--- src/pkg/qstat_pkg.sv ---
/*
  Shared constants, types and the decimal conversion for the per-channel
  questionable status event and condition registers.
  Assumes one system clock and that status inputs are already synchronous to it.
*/
// How it works
// - Filtered condition transitions set latched event bits
// - Event register has no write path
// - Event read returns contents, then clears register
// - Event bits hold until read or clear-status
// - Condition register mirrors status inputs, unlatched
// - Condition reads leave everything unchanged
// - Bits 0-2: overvoltage, overcurrent, power fail
// - Bits 3-5: power limits, overtemperature
// - Bits 6-8: negative overvoltage, V/I limits
// - Bits 9-11: inhibit, unregulated, coupled protection
// - Bit 12 oscillation; bits 13-15 read zero
// - Answer is binary-weighted sum, decimal digits
// - Rising filter bit: 0-to-1 sets event
// - Falling filter bit: 1-to-0 sets event
// - Preset: rising filter all ones, falling zero
package qstat_pkg;

  localparam int REG_W = 16; // Width of a register as software sees it
  localparam int DEF_W = 13; // Defined bits, 0 through 12
  localparam int MAX_CH = 8; // Widest channel list a query can carry
  localparam int CH_IDX_W = 3; // Index width for MAX_CH channels
  localparam int DEC_W = 20; // Five decimal digits cover 65535
  localparam int NUM_CH_DEFAULT = 4; // Plain default channel count

  // Field positions inside a register
  localparam int BIT_OVERVOLTAGE_TRIP = 0;
  localparam int BIT_OVERCURRENT_TRIP = 1;
  localparam int BIT_POWER_FAIL = 2;
  localparam int BIT_POS_POWER_LIMIT = 3;
  localparam int BIT_OVERTEMP_TRIP = 4;
  localparam int BIT_NEG_POWER_LIMIT = 5;
  localparam int BIT_NEG_OVERVOLTAGE = 6;
  localparam int BIT_POS_VI_LIMIT = 7;
  localparam int BIT_NEG_VI_LIMIT = 8;
  localparam int BIT_EXTERNAL_INHIBIT = 9;
  localparam int BIT_UNREGULATED = 10;
  localparam int BIT_COUPLED_PROTECTION = 11;
  localparam int BIT_OSCILLATION_TRIP = 12;

  // Reset and preset values of the filters and latches
  localparam logic [DEF_W-1:0] DEFINED_MASK = 13'h1fff;
  localparam logic [DEF_W-1:0] RISE_FILT_PRESET = 13'h1fff;
  localparam logic [DEF_W-1:0] FALL_FILT_PRESET = 13'h0000;
  localparam logic [DEF_W-1:0] EVENT_RESET = 13'h0000;
  localparam logic [DEF_W-1:0] COND_RESET = 13'h0000;
  localparam logic [REG_W-DEF_W-1:0] UNUSED_BITS = 3'h0;

  // Which register a query reads
  typedef enum logic [0:0] {
    REG_EVENT = 1'b0,
    REG_CONDITION = 1'b1
  } reg_sel_t;

  // Which transition filter a write targets
  typedef enum logic [0:0] {
    FILT_RISING = 1'b0,
    FILT_FALLING = 1'b1
  } filt_sel_t;

  // Status inputs of one channel, bit 12 first
  typedef struct packed {
    logic oscillation_trip;
    logic coupled_protection;
    logic unregulated_output;
    logic external_inhibit;
    logic negative_vi_limit;
    logic positive_vi_limit;
    logic negative_overvoltage_trip;
    logic negative_power_limit;
    logic overtemp_trip;
    logic positive_power_limit;
    logic power_fail;
    logic overcurrent_trip;
    logic overvoltage_trip;
  } status_bits_t;

  // One status query: register and list of channels
  typedef struct packed {
    reg_sel_t sel;
    logic [MAX_CH-1:0] chans;
  } query_t;

  // One filter write, to one or more channels
  typedef struct packed {
    filt_sel_t sel;
    logic [MAX_CH-1:0] chans;
    logic [REG_W-1:0] value;
  } filt_wr_t;

  // One answer, one per named channel
  typedef struct packed {
    logic [CH_IDX_W-1:0] chan;
    reg_sel_t sel;
    logic [REG_W-1:0] value;
    logic [DEC_W-1:0] decimal;
    logic last;
  } resp_t;

  // Binary to five BCD digits by shift and add three
  function automatic logic [DEC_W-1:0] to_decimal(input logic [REG_W-1:0] bin);
    logic [DEC_W+REG_W-1:0] sh;
    sh = {20'h0_0000, bin};
    for (int i = 0; i < REG_W; i++) begin
      for (int d = 0; d < DEC_W / 4; d++) begin
        if (sh[REG_W+4*d +: 4] >= 4'h5) begin
          sh[REG_W+4*d +: 4] = sh[REG_W+4*d +: 4] + 4'h3;
        end
      end
      sh = {sh[DEC_W+REG_W-2:0], 1'b0};
    end
    return sh[DEC_W+REG_W-1:REG_W];
  endfunction

endpackage

--- src/design/questionable_status_event_condition.sv ---
/*
  Per-channel questionable status: live condition register, transition
  filters and latched event register, read by channel-list queries.
  Assumes status inputs and command strobes are synchronous to clk and
  that the answer port accepts one answer per cycle.
*/
`timescale 1ns/1ns
module questionable_status_event_condition #(
  parameter int NUM_CH = qstat_pkg::NUM_CH_DEFAULT
) (
  input wire logic clk,
  input wire logic rstn,
  input wire qstat_pkg::status_bits_t [NUM_CH-1:0] status_in,
  input wire logic query_valid,
  input wire qstat_pkg::query_t query,
  input wire logic filt_wr_valid,
  input wire qstat_pkg::filt_wr_t filt_wr,
  input wire logic clear_status,
  input wire logic status_preset,
  output logic query_ready,
  output logic resp_valid,
  output qstat_pkg::resp_t resp
);

  // Scan states
  typedef enum logic [0:0] {
    ST_IDLE = 1'b0,
    ST_SCAN = 1'b1
  } scan_state_t;

  // One bit per instantiated channel; higher list bits are dropped
  localparam logic [qstat_pkg::MAX_CH-1:0] CH_PRESENT =
    {qstat_pkg::MAX_CH{1'b1}} >> (qstat_pkg::MAX_CH - NUM_CH);

  // Per-channel storage
  logic [qstat_pkg::DEF_W-1:0] cond_reg [NUM_CH]; // Last sample of inputs
  logic [qstat_pkg::DEF_W-1:0] cond_next [NUM_CH];
  logic [qstat_pkg::DEF_W-1:0] event_reg [NUM_CH]; // Latched events
  logic [qstat_pkg::DEF_W-1:0] event_next [NUM_CH];
  logic [qstat_pkg::DEF_W-1:0] rise_filt_reg [NUM_CH]; // Rising filter
  logic [qstat_pkg::DEF_W-1:0] rise_filt_next [NUM_CH];
  logic [qstat_pkg::DEF_W-1:0] fall_filt_reg [NUM_CH]; // Falling filter
  logic [qstat_pkg::DEF_W-1:0] fall_filt_next [NUM_CH];
  logic [qstat_pkg::DEF_W-1:0] set_bits [NUM_CH]; // Events passed this cycle
  logic [NUM_CH-1:0] read_clr; // Clearing read per channel

  // Query scanner
  scan_state_t state_reg, state_next;
  qstat_pkg::reg_sel_t sel_reg, sel_next; // Register being read
  logic [qstat_pkg::MAX_CH-1:0] mask_reg, mask_next; // Channels still owed
  logic [qstat_pkg::CH_IDX_W-1:0] idx_reg, idx_next; // Channel looked at
  logic ready_reg, ready_next;
  logic resp_valid_reg, resp_valid_next;
  qstat_pkg::resp_t resp_reg, resp_next;
  logic answering; // Current channel is owed an answer
  logic [qstat_pkg::MAX_CH-1:0] mask_left; // Owed after this cycle
  logic [qstat_pkg::DEF_W-1:0] read_word; // Selected register contents

  // Filter and edge logic for every channel
  always_comb begin
    for (int ch = 0; ch < NUM_CH; ch++) begin
      // Inputs land in the condition register every edge
      cond_next[ch] = status_in[ch] & qstat_pkg::DEFINED_MASK;
      // Edges compare new input with the previous sample
      set_bits[ch] = (status_in[ch] & ~cond_reg[ch] & rise_filt_reg[ch])
                   | (~status_in[ch] & cond_reg[ch] & fall_filt_reg[ch]);
      // Clear first, then OR in new events so a collision keeps them
      event_next[ch] = (read_clr[ch] || clear_status) ? qstat_pkg::EVENT_RESET
                                                        : event_reg[ch];
      event_next[ch] = event_next[ch] | set_bits[ch];
      // Filters are the only writable state; events have no write path
      rise_filt_next[ch] = rise_filt_reg[ch];
      fall_filt_next[ch] = fall_filt_reg[ch];
      if (status_preset) begin
        // Preset wins over a write in the same cycle
        rise_filt_next[ch] = qstat_pkg::RISE_FILT_PRESET;
        fall_filt_next[ch] = qstat_pkg::FALL_FILT_PRESET;
      end else if (filt_wr_valid && filt_wr.chans[ch]) begin
        if (filt_wr.sel == qstat_pkg::FILT_RISING) begin
          rise_filt_next[ch] = filt_wr.value[qstat_pkg::DEF_W-1:0];
        end else begin
          fall_filt_next[ch] = filt_wr.value[qstat_pkg::DEF_W-1:0];
        end
      end
    end
  end

  // Channel registers; filters start at their preset values
  always_ff @(posedge clk or negedge rstn) begin
    if (!rstn) begin
      for (int ch = 0; ch < NUM_CH; ch++) begin
        cond_reg[ch] <= qstat_pkg::COND_RESET;
        event_reg[ch] <= qstat_pkg::EVENT_RESET;
        rise_filt_reg[ch] <= qstat_pkg::RISE_FILT_PRESET;
        fall_filt_reg[ch] <= qstat_pkg::FALL_FILT_PRESET;
      end
    end else begin
      for (int ch = 0; ch < NUM_CH; ch++) begin
        cond_reg[ch] <= cond_next[ch];
        event_reg[ch] <= event_next[ch];
        rise_filt_reg[ch] <= rise_filt_next[ch];
        fall_filt_reg[ch] <= fall_filt_next[ch];
      end
    end
  end

  // Clearing read strobes, only for event queries
  always_comb begin
    for (int ch = 0; ch < NUM_CH; ch++) begin
      read_clr[ch] = answering && (sel_reg == qstat_pkg::REG_EVENT)
                   && (idx_reg == ch[qstat_pkg::CH_IDX_W-1:0]);
    end
  end

  // Register selected by the scan position
  always_comb begin
    read_word = qstat_pkg::EVENT_RESET;
    for (int ch = 0; ch < NUM_CH; ch++) begin
      if (idx_reg == ch[qstat_pkg::CH_IDX_W-1:0]) begin
        read_word = (sel_reg == qstat_pkg::REG_EVENT) ? event_reg[ch] : cond_reg[ch];
      end
    end
  end

  // Scanner: one channel per cycle, one answer per named channel
  always_comb begin
    state_next = state_reg;
    sel_next = sel_reg;
    mask_next = mask_reg;
    idx_next = idx_reg;
    resp_valid_next = 1'b0;
    resp_next = resp_reg;
    answering = (state_reg == ST_SCAN) && mask_reg[idx_reg];
    mask_left = mask_reg;
    mask_left[idx_reg] = 1'b0;
    unique case (state_reg)
      ST_IDLE: begin
        // A query with no present channel is dropped
        if (query_valid && ready_reg && ((query.chans & CH_PRESENT) != '0)) begin
          state_next = ST_SCAN;
          sel_next = query.sel;
          mask_next = query.chans & CH_PRESENT;
          idx_next = '0;
        end
      end
      ST_SCAN: begin
        if (answering) begin
          resp_valid_next = 1'b1;
          resp_next.chan = idx_reg;
          resp_next.sel = sel_reg;
          // Unused high bits always zero; value is the weighted sum
          resp_next.value = {qstat_pkg::UNUSED_BITS, read_word};
          resp_next.decimal = qstat_pkg::to_decimal({qstat_pkg::UNUSED_BITS, read_word});
          resp_next.last = (mask_left == '0);
        end
        mask_next = mask_left;
        idx_next = idx_reg + 1'b1;
        if (mask_left == '0) begin
          state_next = ST_IDLE;
        end
      end
    endcase
    // Ready is registered, so it follows the next state
    ready_next = (state_next == ST_IDLE);
  end

  // Scanner registers
  always_ff @(posedge clk or negedge rstn) begin
    if (!rstn) begin
      state_reg <= ST_IDLE;
      sel_reg <= qstat_pkg::REG_EVENT;
      mask_reg <= '0;
      idx_reg <= '0;
      ready_reg <= 1'b0;
      resp_valid_reg <= 1'b0;
      resp_reg <= '0;
    end else begin
      state_reg <= state_next;
      sel_reg <= sel_next;
      mask_reg <= mask_next;
      idx_reg <= idx_next;
      ready_reg <= ready_next;
      resp_valid_reg <= resp_valid_next;
      resp_reg <= resp_next;
    end
  end

  assign query_ready = ready_reg;
  assign resp_valid = resp_valid_reg;
  assign resp = resp_reg;

  // Checks on channel 0 and on the answer port
  localparam int SCAN_MAX = 9;

  // Channel 0 inputs by field, for the bit position checks
  qstat_pkg::status_bits_t in0;
  assign in0 = status_in[0];
endmodule

--- config.mk ---
export PLATFORM = sky130hd
export DESIGN_NAME = questionable_status_event_condition
export DESIGN_NICKNAME = d
export VERILOG_FILES = /design/src/pkg/qstat_pkg.sv /design/src/design/questionable_status_event_condition.sv
export SDC_FILE = /design/constraint.sdc
export NUM_CORES = 1
export LEC_CHECK = 0
export BUFFER_PORTS_ARGS = -buffer_cell sky130_fd_sc_hd__buf_2
export CAP_MARGIN = 20
export CORE_MARGIN = 2
export CORE_UTILIZATION = 25
export CTS_CLUSTER_DIAMETER = 200
export DETAILED_ROUTE_END_ITERATION = 8
export GPL_TIMING_DRIVEN = 0
export SYNTH_ARGS = -nofsm -noshare
export SYNTH_HDL_FRONTEND = slang
export SYNTH_SLANG_ARGS = --single-unit
--- constraint.sdc ---
create_clock -name clk -period 11.3 [get_ports clk]
set_input_delay 3.39 -clock clk [delete_from_list [all_inputs] [get_ports clk]]
set_output_delay 3.39 -clock clk [all_outputs]
set_load 0.005 [all_outputs]
==> flow_summary.rst <==
.. list-table::
   :header-rows: 1

   * - Metric
     - Value
   * - Result of the run
     - finished clean
   * - Total iterations of the first detailed-routing run
     - 5
   * - Clock Tree Root
     - sky130_fd_sc_hd__clkbuf_16
   * - Vertical extent of the die
     - 244.5 um
   * - Standard cell core area
     - 57480 um^2
   * - Number of global-route vias before repair
     - 12199
   * - TritonCTS Buffers
     - 29
   * - WL/cell
     - 17.99 um
   * - Final Net Count
     - 1854
   * - Worst flop-to-flop path endpoint
     - resp[6]
   * - Worst-path clk slew
     - 0.07 ns
   * - Buffers on Ports
     - 115
   * - Cells after synthesis
     - 1573
   * - Effective utilization at floorplan
     - 0.2515
   * - Layout cells sized above 1
     - 0.2068
   * - Count of pins on the block boundary
     - 135
   * - Hold Path Sink
     - resp[6]
   * - Residual DRC
     - 0
   * - Endpoint kind of the worst setup timing path
     - register
   * - Critical hold path startpoint
     - resp[6]
   * - Share of synthesized flip-flops with an asynchronous set or reset
     - 1.000
   * - Register-to-register path setup slack
     - 0.61 ns
   * - Sum of negative setup slack
     - 0 ns
   * - Netlist area before placement
     - 14460 um^2
   * - Global-route wire length before repair
     - 71160 um
   * - Data required time of the critical path
     - 11.78 ns
   * - Critical path type
     - register to register
   * - Final HPWL DP
     - 34520 um
   * - Routed via count divided by cell count
     - 5.077
   * - Hold slack final
     - 0.4713 ns
   * - Clock period minus worst slack
     - 10.69 ns
   * - Source of the worst register-to-register timing path
     - idx_reg[1]
   * - Number of violations of the max-capacitance limit
     - 0
   * - Filler Cells Inserted
     - 6077
   * - Final std cell area, no fill
     - 17440 um^2
   * - Number of hold-slack violations in the final timing report
     - 0
   * - Area of the die
     - 59770 um^2
   * - Headroom to the max-slew limit
     - 0.3323
   * - Number of synthesized register bits
     - 257
   * - Max clock buf depth
     - 3
   * - Weighted congestion reported at the end of routability-driven placement
     - 0.8630
   * - Clock latency at the later pin of the worst-skew pair
     - 0.59 ns
   * - Die extent in x
     - 244.5 um
   * - Least-Margin Pin Slew
     - 0.9969 ns
   * - Sequential cell area fraction in the yosys report
     - 0.4493
   * - Worst-path cell with the longest stage delay
     - sky130_fd_sc_hd__or3b_4
   * - Maximum number of pins on one net before global-route repair
     - 115
   * - Min-Delay Path Class
     - register to register
   * - Clock tree sinks
     - 257
   * - Setup-failing EPs final
     - 0
   * - Stage delay of the slowest cell on the critical path
     - 0.44 ns
   * - Synth top area share
     - 0.3548
   * - Largest fanout on the critical path
     - 10
   * - Area contributors post-synth
     - sky130_fd_sc_hd__dfrtp_1 (35%), sky130_fd_sc_hd__dfstp_2 (9.5%), sky130_fd_sc_hd__nand2_1 (6.2%)
   * - Warnings, synthesis
     - 0
   * - Post-route antenna net violation count
     - 0
   * - Number of antenna violations at the first check in global routing
     - 7
   * - Synth Flop Type
     - sky130_fd_sc_hd__dfrtp_1
   * - Worst setup timing slack at the placement stage
     - -1.262 ns
   * - Slew Limit Fails
     - 0
   * - Post-detailed-placement cell area
     - 16090 um^2
   * - Crit start category
     - register
   * - Length in cells of the worst reg-to-reg path
     - 54
   * - Achievable clock frequency
     - 93.58 MHz
   * - Final clock period utilization by the worst path
     - 0.9456
   * - Total number of placement rows
     - 88
   * - Number of distinct library cell variants in the gate-level netlist after synthesis
     - 101
   * - Area overhead of the layout relative to synthesis
     - 20.62%
   * - Count of flip-flops with a built-in enable after synthesis
     - 0
   * - Count of routing violations after the opening detailed-route iteration
     - 984
   * - CTS tree
     - yes
   * - Vias
     - 12855
   * - Arr. time, crit path
     - 11.16 ns
   * - Average size of a mapped cell
     - 9.191 um^2
   * - Routed WL
     - 45560 um
   * - H-tree depth
     - 1
   * - Worst path setup slack after routing
     - 0.6142 ns
   * - Post-route clock skew
     - 0.02113 ns
   * - GRT Resource Usage Total
     - 0.1484
   * - Number of cells on the worst hold path
     - 1
   * - Remaining Overflow, GRT
     - 0
   * - Library cell with the largest summed area after synthesis
     - sky130_fd_sc_hd__dfrtp_1
through the flow:
stage          std cells  utilization
3_5_place_dp        2461       0.2799
4_1_cts             2517       0.2985
6_report            2532       0.3034
5_1_grt             2532       0.3034
3_3_place_gp        2458       0.2785
2_1_floorplan       1578            -
placed cells by master, fill, tap and decap left out, types with 8 or more instances in the layout:
cell type	instances
sky130_fd_sc_hd__nand2_1	240
sky130_fd_sc_hd__dfrtp_1	204
sky130_fd_sc_hd__nor2_1	147
sky130_fd_sc_hd__buf_2	123
sky130_fd_sc_hd__o21ai_0	120
sky130_fd_sc_hd__a21oi_1	109
sky130_fd_sc_hd__o211ai_1	68
sky130_fd_sc_hd__mux2i_1	67
sky130_fd_sc_hd__clkbuf_1	55
sky130_fd_sc_hd__nand3b_1	52
sky130_fd_sc_hd__dfstp_2	52
sky130_fd_sc_hd__clkbuf_16	29
sky130_fd_sc_hd__buf_4	26
sky130_fd_sc_hd__nand3_1	25
sky130_fd_sc_hd__inv_1	22
sky130_fd_sc_hd__nand2b_1	20
sky130_fd_sc_hd__nor3_1	20
sky130_fd_sc_hd__a31oi_1	17
sky130_fd_sc_hd__o22ai_1	16
sky130_fd_sc_hd__a21o_1	15
sky130_fd_sc_hd__a211oi_1	14
sky130_fd_sc_hd__ha_1	12
sky130_fd_sc_hd__a22oi_1	9
sky130_fd_sc_hd__clkinv_2	9
sky130_fd_sc_hd__and3_1	9
sky130_fd_sc_hd__nand4_1	9
sky130_fd_sc_hd__o21ai_1	8
sky130_fd_sc_hd__and2_1	8
kinds of logic after synthesis:
logic type / synth area share
mux: 0.05781
xor+xnor: 0.006145
compound gates: 0.2492
other cells: 0.0002594
fa+ha+maj: 0.01800
buf+inv: 0.03816
flops: 0.4493
simple gates: 0.1810
cell usage after synthesis (all sizes together), types with 18 or more instances:
cell / number
a21oi: 114
nand2b: 21
mux2i: 70
nand3b: 52
o211ai: 72
dfstp: 52
nor2: 150
dfrtp: 205
clkbuf: 57
o22ai: 18
a211oi: 20
ha: 20
nor3: 23
nand3: 25
inv: 30
nand2: 242
o21ai: 131
buf: 30
timing repair:
| item | 4_1_cts | 5_1_grt |
|---|---|---|
| setup buffers | 3 | 12 |
| pin swaps | 3 | 11 |
| endpoints found under the setup margin | 12 | 12 |
| endpoints found under the hold margin | 0 | 0 |
| gates resized for setup | 14 | 43 |
| hold buffers | 0 | 0 |
worst max-delay path: cells and delay by family (launching register included):
kind            cells  cell delay [ns]
xor+xnor            1             0.22
flops               1             0.37
mux                 3             0.73
simple gates       15             2.57
fa+ha+maj          10             2.52
compound gates     16             3.27
buf+inv             9             0.88
final cells by class:
class | count | area [um^2] | share of cell area
plain buffers | 86 | 434.2 | 0.02490
well taps | 765 | 957.2 | 0.05489
inverters | 33 | 136.4 | 0.007820
multi-input cells | 1201 | 7646 | 0.4384
flip-flops and latches | 257 | 6497 | 0.3726
clock inverters | 16 | 165.2 | 0.009471
diodes | 2 | 5.005 | 0.0002870
repair buffers | 134 | 768.2 | 0.04405
clock buffers | 38 | 829.5 | 0.04757
worst max path at each step:
stage          startpoint       end  slack, ns
2_1_floorplan  idx_reg[1]   resp[9]       0.70
3_3_place_gp   idx_reg[2]   resp[6]      -1.13
3_5_place_dp   idx_reg[2]   resp[6]      -1.26
4_1_cts        idx_reg[1]   resp[6]       0.04
5_1_grt        idx_reg[0]  resp[15]      -0.04
6_report       idx_reg[1]   resp[6]       0.61
metal layers:
layer | global-route usage | up-vias | routed length [um]
li1 | - | 6120 | -
met1 | 0.2065 | 6249 | 20870
met2 | 0.2462 | 418 | 21590
met3 | 0.02162 | 66 | 2469
met4 | 0.02690 | 2 | 622
met5 | 0 | - | 10
Power is left out: the tool's default activity adds up to more than one toggle a clock period on the data nets, which glitch-free logic cannot reach.
